<file path="src/sac_pkg.sv">
/*
 * sac_pkg: constants shared by the auxiliary-bit capture block.
 * Assumes a 16-bit register port addressed by the printed word offsets.
 */
package sac_pkg;

    // ****************************************
    // register map
    // ****************************************
    localparam logic [15:0] SAC_ADDR_AUX_BLOCK_READY      = 16'hf60f;
    localparam logic [15:0] SAC_ADDR_RX_CHAN_STATUS_LEFT  = 16'hf610;
    localparam logic [15:0] SAC_ADDR_RX_CHAN_STATUS_RIGHT = 16'hf620;
    localparam logic [15:0] SAC_ADDR_RX_USER_BITS_LEFT    = 16'hf630;
    localparam logic [15:0] SAC_ADDR_RX_USER_BITS_RIGHT   = 16'hf640;
    localparam logic [15:0] SAC_ADDR_RX_VALIDITY_LEFT     = 16'hf650;
    localparam logic [15:0] SAC_ADDR_RX_VALIDITY_RIGHT    = 16'hf660;
    localparam logic [15:0] SAC_ADDR_RX_PARITY_LEFT       = 16'hf670;
    localparam logic [15:0] SAC_ADDR_RX_PARITY_RIGHT      = 16'hf680;
    localparam logic [15:0] SAC_ADDR_TX_OUTPUT_CONTROL    = 16'hf690;
    localparam logic [15:0] SAC_GROUP_STRIDE              = 16'h0010;

    // ****************************************
    // fields and reset values
    // ****************************************
    localparam int          SAC_READY_FLAG_BIT   = 0;
    localparam int          SAC_TX_ENABLE_BIT    = 0;
    localparam logic [15:0] SAC_REG_RESET        = 16'h0000;
    localparam logic        SAC_READY_RESET      = 1'b0;
    localparam logic        SAC_TX_ENABLE_RESET  = 1'b0;

    // ****************************************
    // block geometry
    // ****************************************
    localparam int SAC_FRAMES_PER_BLOCK = 192;
    localparam int SAC_REGS_PER_GROUP   = 12;
    localparam int SAC_BITS_PER_REG     = 16;
    localparam int SAC_GROUPS           = 8;  // cs, ud, vb, pb; left then right
    localparam int SAC_AUDIO_WIDTH      = 24;
    localparam int SAC_BUF_DEPTH        = 2;
    localparam int SAC_ENTRY_WIDTH      = 6;  // left, block start, cs, ud, vb, pb
    localparam logic [7:0] SAC_LAST_FRAME = 8'hbf;

endpackage : sac_pkg

</file>
<file path="src/sac_top.sv">
/*
 * sac_top: captures per-subframe auxiliary bits of an incoming S/PDIF
 * stream into 192-frame register blocks, and holds the transmitter enable.
 * Assumes the link side presents one subframe's decoded auxiliary bits,
 * stable at the rising edge of link_clk_i, and that tx_audio_i and
 * tx_power_on_i come from logic on clk_sys_i.
 */
// The address-and-strobe port is this design's own decision.
// What this block does
// - take cs, user, validity, parity bits per frame, collecting 192 frames
// - after all 192 frames are decoded, the ready flag goes from 0 to 1
// - ready flag is read-only and resets to 0 (no block available)
// - channel status bits held in twelve 16-bit registers per side
// - user data bits held in twelve 16-bit registers per side
// - validity bits held in twelve 16-bit registers per side
// - parity bits held in twelve 16-bit registers per side
// - each group sits at consecutive word addresses, resetting to zero
// - captured registers are read-only; writes leave them unchanged
// - transmitter enable is bit 0, resets to 0, upper bits reserved
// - disabled transmitter keeps streaming with all-zero audio data
// - disabling does not unpower; only the power bit powers it down
module sac_top
    import sac_pkg::*;
(
    input  wire logic                       clk_sys_i,
    input  wire logic                       srst_i,
    // register port
    input  wire logic [15:0]                reg_addr_i,
    input  wire logic [15:0]                reg_wdata_i,
    input  wire logic                       reg_wr_i,
    input  wire logic                       reg_rd_i,
    output logic      [15:0]                reg_rdata_o,
    // incoming subframe auxiliary bits, on the link clock
    input  wire logic                       link_clk_i,
    input  wire logic                       link_left_i,
    input  wire logic                       link_blk_start_i,
    input  wire logic                       link_cs_i,
    input  wire logic                       link_ud_i,
    input  wire logic                       link_vb_i,
    input  wire logic                       link_pb_i,
    output logic                            link_buf_ready_o,
    output logic                            link_overrun_o,
    // transmitter side
    input  wire logic [SAC_AUDIO_WIDTH-1:0] tx_audio_i,
    input  wire logic                       tx_power_on_i,
    output logic [SAC_AUDIO_WIDTH-1:0]      tx_audio_o,
    output logic                            tx_output_enable_o,
    output logic                            tx_stream_run_o,
    output logic                            aux_block_ready_flag_o
);

    // ****************************************
    // link input synchronisers
    // ****************************************
    localparam int NSYNC = SAC_ENTRY_WIDTH + 1;

    logic [NSYNC-1:0] sync_meta;
    logic [NSYNC-1:0] sync_stab;
    logic             link_clk_prev;
    logic             link_edge;

    // two flops per pin; only sync_stab is looked at
    always_ff @(posedge clk_sys_i) begin
        if (srst_i) begin
            sync_meta <= '0;
            sync_stab <= '0;
        end else begin
            sync_meta <= {link_clk_i, link_left_i, link_blk_start_i,
                          link_cs_i, link_ud_i, link_vb_i, link_pb_i};
            sync_stab <= sync_meta;
        end
    end

    // rising edge of the sampled link clock marks one subframe
    always_ff @(posedge clk_sys_i) begin
        if (srst_i) begin
            link_clk_prev <= 1'b0;
        end else begin
            link_clk_prev <= sync_stab[NSYNC-1];
        end
    end

    assign link_edge = sync_stab[NSYNC-1] & ~link_clk_prev;

    // ****************************************
    // two-entry buffer
    // ****************************************
    logic [SAC_ENTRY_WIDTH-1:0] buf_mem [SAC_BUF_DEPTH];
    logic                       buf_wptr;
    logic                       buf_rptr;
    logic [1:0]                 buf_count;
    logic                       in_valid;
    logic                       in_ready;
    logic                       out_valid;
    logic                       out_ready;
    logic                       push;
    logic                       pop;
    logic [SAC_ENTRY_WIDTH-1:0] out_entry;

    assign in_valid  = link_edge;
    assign in_ready  = (buf_count != 2'd2);
    assign out_valid = (buf_count != 2'd0);
    assign push      = in_valid & in_ready;
    assign pop       = out_valid & out_ready;
    assign out_entry = buf_mem[buf_rptr];

    // storage and pointers
    always_ff @(posedge clk_sys_i) begin
        if (srst_i) begin
            buf_wptr  <= 1'b0;
            buf_rptr  <= 1'b0;
            buf_count <= 2'd0;
        end else begin
            if (push) begin
                buf_mem[buf_wptr] <= sync_stab[SAC_ENTRY_WIDTH-1:0];
                buf_wptr          <= ~buf_wptr;
            end
            if (pop) begin
                buf_rptr <= ~buf_rptr;
            end
            buf_count <= buf_count + {1'b0, push} - {1'b0, pop};
        end
    end

    // sticky overrun: a subframe arrived while both entries were full
    always_ff @(posedge clk_sys_i) begin
        if (srst_i) begin
            link_overrun_o <= 1'b0;
        end else if (in_valid && !in_ready) begin
            link_overrun_o <= 1'b1;
        end
    end

    assign link_buf_ready_o = in_ready;

    // ****************************************
    // frame accumulation
    // ****************************************
    logic [SAC_FRAMES_PER_BLOCK-1:0] work [SAC_GROUPS];
    logic [SAC_FRAMES_PER_BLOCK-1:0] shadow [SAC_GROUPS];
    logic [7:0]                      frame_idx;
    logic                            locked;
    logic                            commit;
    logic                            e_left;
    logic                            e_start;
    logic [3:0]                      e_bits;   // cs, ud, vb, pb
    logic [7:0]                      next_frame_idx;

    assign e_left  = out_entry[5];
    assign e_start = out_entry[4];
    assign e_bits  = out_entry[3:0];

    // drain stalls for the one cycle in which a block is committed
    assign out_ready = ~commit;

    // the block start on a left subframe restarts the frame count
    always_comb begin
        next_frame_idx = frame_idx;
        if (e_left && e_start) begin
            next_frame_idx = 8'h00;
        end
    end

    // frame counter and lock; advances after each right subframe
    always_ff @(posedge clk_sys_i) begin
        if (srst_i) begin
            frame_idx <= 8'h00;
            locked    <= 1'b0;
            commit    <= 1'b0;
        end else begin
            commit <= 1'b0;
            if (pop) begin
                if (e_left && e_start) begin
                    locked <= 1'b1;
                end
                frame_idx <= next_frame_idx;
                if (!e_left && locked) begin
                    if (frame_idx == SAC_LAST_FRAME) begin
                        frame_idx <= 8'h00;
                        commit    <= 1'b1;
                    end else begin
                        frame_idx <= frame_idx + 8'h01;
                    end
                end
            end
        end
    end

    // per-group working bits and committed copies
    genvar g;
    generate
        for (g = 0; g < SAC_GROUPS; g++) begin : g_grp
            localparam int BIT_SEL  = 3 - (g / 2);
            localparam bit IS_RIGHT = (g % 2) == 1;

            // frame n lands in bit n of the working vector
            always_ff @(posedge clk_sys_i) begin
                if (srst_i) begin
                    work[g] <= '0;
                end else if (pop && (e_left != IS_RIGHT)
                             && (locked || (e_left && e_start))) begin
                    work[g][next_frame_idx] <= e_bits[BIT_SEL];
                end
            end

            // whole block copied at once, never bit by bit
            always_ff @(posedge clk_sys_i) begin
                if (srst_i) begin
                    shadow[g] <= '0;
                end else if (commit) begin
                    shadow[g] <= work[g];
                end
            end
        end
    endgenerate

    // ready flag: set on the first completed block, not writable
    always_ff @(posedge clk_sys_i) begin
        if (srst_i) begin
            aux_block_ready_flag_o <= SAC_READY_RESET;
        end else if (commit) begin
            aux_block_ready_flag_o <= 1'b1;
        end
    end

    // ****************************************
    // transmitter control
    // ****************************************
    logic wr_tx_ctrl;

    assign wr_tx_ctrl = reg_wr_i && (reg_addr_i == SAC_ADDR_TX_OUTPUT_CONTROL);

    // only bit 0 is stored; reserved bits read zero
    always_ff @(posedge clk_sys_i) begin
        if (srst_i) begin
            tx_output_enable_o <= SAC_TX_ENABLE_RESET;
        end else if (wr_tx_ctrl) begin
            tx_output_enable_o <= reg_wdata_i[SAC_TX_ENABLE_BIT];
        end
    end

    // stream runs while powered; disable only zeroes the audio
    always_ff @(posedge clk_sys_i) begin
        if (srst_i) begin
            tx_audio_o      <= '0;
            tx_stream_run_o <= 1'b0;
        end else begin
            tx_stream_run_o <= tx_power_on_i;
            tx_audio_o      <= tx_output_enable_o ? tx_audio_i : '0;
        end
    end

    // ****************************************
    // register read path
    // ****************************************
    logic [15:0] next_rdata;
    logic [15:0] grp_off;
    logic [3:0]  grp_sel;
    logic [3:0]  reg_idx;

    assign grp_off = reg_addr_i - SAC_ADDR_RX_CHAN_STATUS_LEFT;
    assign grp_sel = grp_off[7:4];
    assign reg_idx = grp_off[3:0];

    // captured groups decoded by stride; writes to them are ignored
    always_comb begin
        next_rdata = SAC_REG_RESET;
        if (reg_addr_i == SAC_ADDR_AUX_BLOCK_READY) begin
            next_rdata[SAC_READY_FLAG_BIT] = aux_block_ready_flag_o;
        end else if (reg_addr_i == SAC_ADDR_TX_OUTPUT_CONTROL) begin
            next_rdata[SAC_TX_ENABLE_BIT] = tx_output_enable_o;
        end else if ((reg_addr_i >= SAC_ADDR_RX_CHAN_STATUS_LEFT)
                     && (reg_addr_i < SAC_ADDR_TX_OUTPUT_CONTROL)
                     && (reg_idx < 4'(SAC_REGS_PER_GROUP))) begin
            next_rdata = shadow[grp_sel[2:0]][reg_idx*SAC_BITS_PER_REG +: SAC_BITS_PER_REG];
        end
    end

    // read data valid in the cycle after the strobe only
    always_ff @(posedge clk_sys_i) begin
        if (srst_i) begin
            reg_rdata_o <= '0;
        end else if (reg_rd_i) begin
            reg_rdata_o <= next_rdata;
        end else begin
            reg_rdata_o <= '0;
        end
    end

endmodule : sac_top
</file>
<file path="config.mk">
export PLATFORM = sky130hd
export DESIGN_NAME = sac_top
export DESIGN_NICKNAME = d
export VERILOG_FILES = /design/src/sac_pkg.sv /design/src/sac_top.sv
export SDC_FILE = /design/constraint.sdc
export NUM_CORES = 2
export LEC_CHECK = 0
export BUFFER_PORTS_ARGS = -buffer_cell sky130_fd_sc_hd__buf_4
export CAP_MARGIN = 10
export CELL_PAD_IN_SITES_DETAIL_PLACEMENT = 1
export CELL_PAD_IN_SITES_GLOBAL_PLACEMENT = 1
export CORE_MARGIN = 5
export CORE_UTILIZATION = 50
export CTS_CLUSTER_SIZE = 24
export DETAILED_ROUTE_END_ITERATION = 8
export PLACE_DENSITY = 0.78
export SYNTH_ARGS = -nofsm -noshare
export SYNTH_HDL_FRONTEND = slang
export SYNTH_SLANG_ARGS = --single-unit
</file>
<file path="constraint.sdc">
create_clock -name clk_sys_i -period 89.5 [get_ports clk_sys_i]
set_input_delay 17.9 -clock clk_sys_i [delete_from_list [all_inputs] [get_ports clk_sys_i]]
set_output_delay 17.9 -clock clk_sys_i [all_outputs]
set_load 0.01 [all_outputs]
</file>
==> flow_summary.ini <==
[outcome]
status = completed

[timing]
hold_violations = 0
rsz0062_at_grt = no
tightest_slew_ps = 1470
setup_ws_ps = 66990
slew_violations = 0
finalClockSkew_ps = 48.9
max_freq_ghz = 0.0444
slew_headroom_pct = 1.88
finalSetupViolations = 0
period_minus_slack_ps = 22510
period_share_pct = 25.2
tns_ps = 0

[run]
maxCapViolCount = 0

[die]
initial_utilization_pct = 50.1
core_area_mm2 = 0.256
die_w_um = 517
boundaryPins = 113
num_rows = 186
die_y_um = 517
design.die.area_mm2 = 0.267

[setup_path]
cp_slowest_stage_delay_ps = 830
critPathCaptureType = flip-flop
r2r_start = commit
critPathKind = in -> reg
startpoint = reg_addr_i[4]
path_cells = buf_8, inv_1, ha_4, xor2_4, buf_4, buf_12, buf_4, mux4_2, a22oi_1, a21oi_1, or3_1, o311ai_1, a21oi_1
crit_path_max_fanout = 76
slowest_stage = buf_4
cp-start-kind = input port
critPathArrivalTime_ps = 23240
required_ps = 90230

[layout]
final_layout_size_suffix_gt1_share_pct = 12.5
fin_area_mm2 = 0.142
layout.cells.non_filler = 12100
nets = 8561
syn2layout_area_growth_pct = 10.5
final_cell_mix = 3084 x edfxtp_1, 1563 x and2_1, 1534 x nor2_1
final_common_cell = edfxtp_1

[logic_synthesis]
avgSynthCellArea_um2 = 14.9
syn-cell-area_mm2 = 0.129
synthFlopType = edfxtp_1
synth_nets = 8675
ys_types = 57
ys_ff_latch = 3158
yosysWarnings = 0
synth_edf_count = 3084
ys_async_sr_fraction_pct = 0
synthCells = 8602
ys_seq_area_share_pct = 73.2

[grt]
overflow = 0
grt_pass1_wl_um = 511000
grt_pass1_vias = 77000
grt_use_total_pct = 26.3
antenna_found_initial = 27
grt_max_degree = 341

[routing]
vias_per_cell = 5.97
antenna_left = 0
wl_um = 352000
drt_iter0_markers = 8689
dr.pass1.iters = 8
wl_per_cell_um = 29.1
drc = 0
vias = 72400

[clock_tree]
ctsHoldBuffers = 0
postCtsSetupRepairBufs = 0
cts_root_buf = clkbuf_16
cts_tree = yes
htreeDepth = 5
clk_latency_ps = 960
clock_path_buffers = 4
cts_made_buffers = 323
clk_pin_slew_ps = 60
cts_resized = 0
cts.sinks = 3158

[hold_path]
hold_path.class = reg -> reg
min_from = sync_stab[0]

[place]
io_buffers = 97
place_area_mm2 = 0.132
pre_cts_slack_ps = 66060
place_congestion = 0.779
placed_cells = 11500
dp_hpwl_um = 198000

[power_and_ir_drop]
vdd_drop_max_mv = 0.0227
power_mw = 3.16
p_per_area_mw_per_mm2 = 22.3
power.leakage_nw = 49.2
-- Yosys cell counts, drive strengths merged, types with 18 or more instances --
cell / n / share of area (%)
edfxtp: 3084 / 72
and2: 1564 / 7.6
nor2: 1554 / 4.5
clkbuf: 548 / 1.6
mux4: 384 / 6.7
nand2: 359 / 1.0
o21bai: 254 / 1.5
buf: 127 / 0.57
nor3: 100 / 0.39
nand2b: 98 / 0.48
a21oi: 79 / 0.31
dfxtp: 74 / 1.2
a22oi: 66 / 0.40
nand3: 44 / 0.17
a21o: 37 / 0.22
o21ai: 34 / 0.13
o22ai: 31 / 0.15
nor2b: 29 / 0.14
mux2i: 24 / 0.19
a31oi: 18 / 0.088
-- final cells by class --
cell class	count	area (um^2)
clock buffers	421	8800
clock inverters	133	951
diodes	16	40.0
flip-flops and latches	3158	94100
multi-input cells	4760	32000
well taps	3384	4230
inverters	9	33.8
fillers	23800	114000
repair buffers	236	1950
-- cells by family after synthesis --
| family | synth area share [%] |
|---|---|
| muxes | 6.96 |
| xor gates and xnor gates | 0.0535 |
| and+or+nand+nor | 14.6 |
| DFF | 73.2 |
| AOI/OAI and AO/OA | 2.95 |
| adders and majority gates | 0.0487 |
| buffers and inverters | 2.19 |
-- critical path, delay by kind of cell --
family | cells | cell delay, ps
simple gates | 1 | 410
buf+inv | 5 | 2700
mux | 1 | 630
xor+xnor | 1 | 170
fa+ha+maj | 1 | 320
compound gates | 4 | 850
-- per-layer routing --
layer	GRT usage, %	vias to the layer above	wire [um]
met3	4.32	870	29700
li1	-	30600	-
met1	32.2	37500	126000
met5	0	-	92
met4	12.0	14	17700
met2	45.8	3416	179000
-- registers in the layout, indices dropped and copies added (netlist names), named ones only --
| register | cells |
|---|---|
| shadow | 1536 |
| work | 1536 |
| tx_audio_o | 24 |
| reg_rdata_o | 16 |
| buf_mem | 12 |
| frame_idx | 8 |
| sync_meta | 7 |
| sync_stab | 7 |
| buf_count | 2 |
| aux_block_ready_flag_o | 1 |
| buf_rptr | 1 |
| buf_wptr | 1 |
| commit | 1 |
| link_clk_prev | 1 |
| link_overrun_o | 1 |
| locked | 1 |
| tx_output_enable_o | 1 |
| tx_stream_run_o | 1 |
-- metrics by stage --
step                hold slack (ps)  util (%)
floorplan                       404         -
global placement                414      51.6
detailed placement              432      51.6
CTS                             423      55.4
global route                    423      55.4
finish                          407      55.4
-- where the power goes --
group,internal [mW],switching [mW]
Clock,0.727,0.554
Sequential,1.67,0.0169
Combinational,0.0544,0.142
-- path summary, 6_finish.rpt --
kind	end	slack (ps)	cells after the start
max	reg_rdata_o[5]	66990	13
min	buf_mem[1][0]	410	0
max reg2reg	shadow[0][61]	84170	6
min reg2reg	buf_mem[1][0]	410	0
Note: power is estimated with default switching activity, not from simulation.
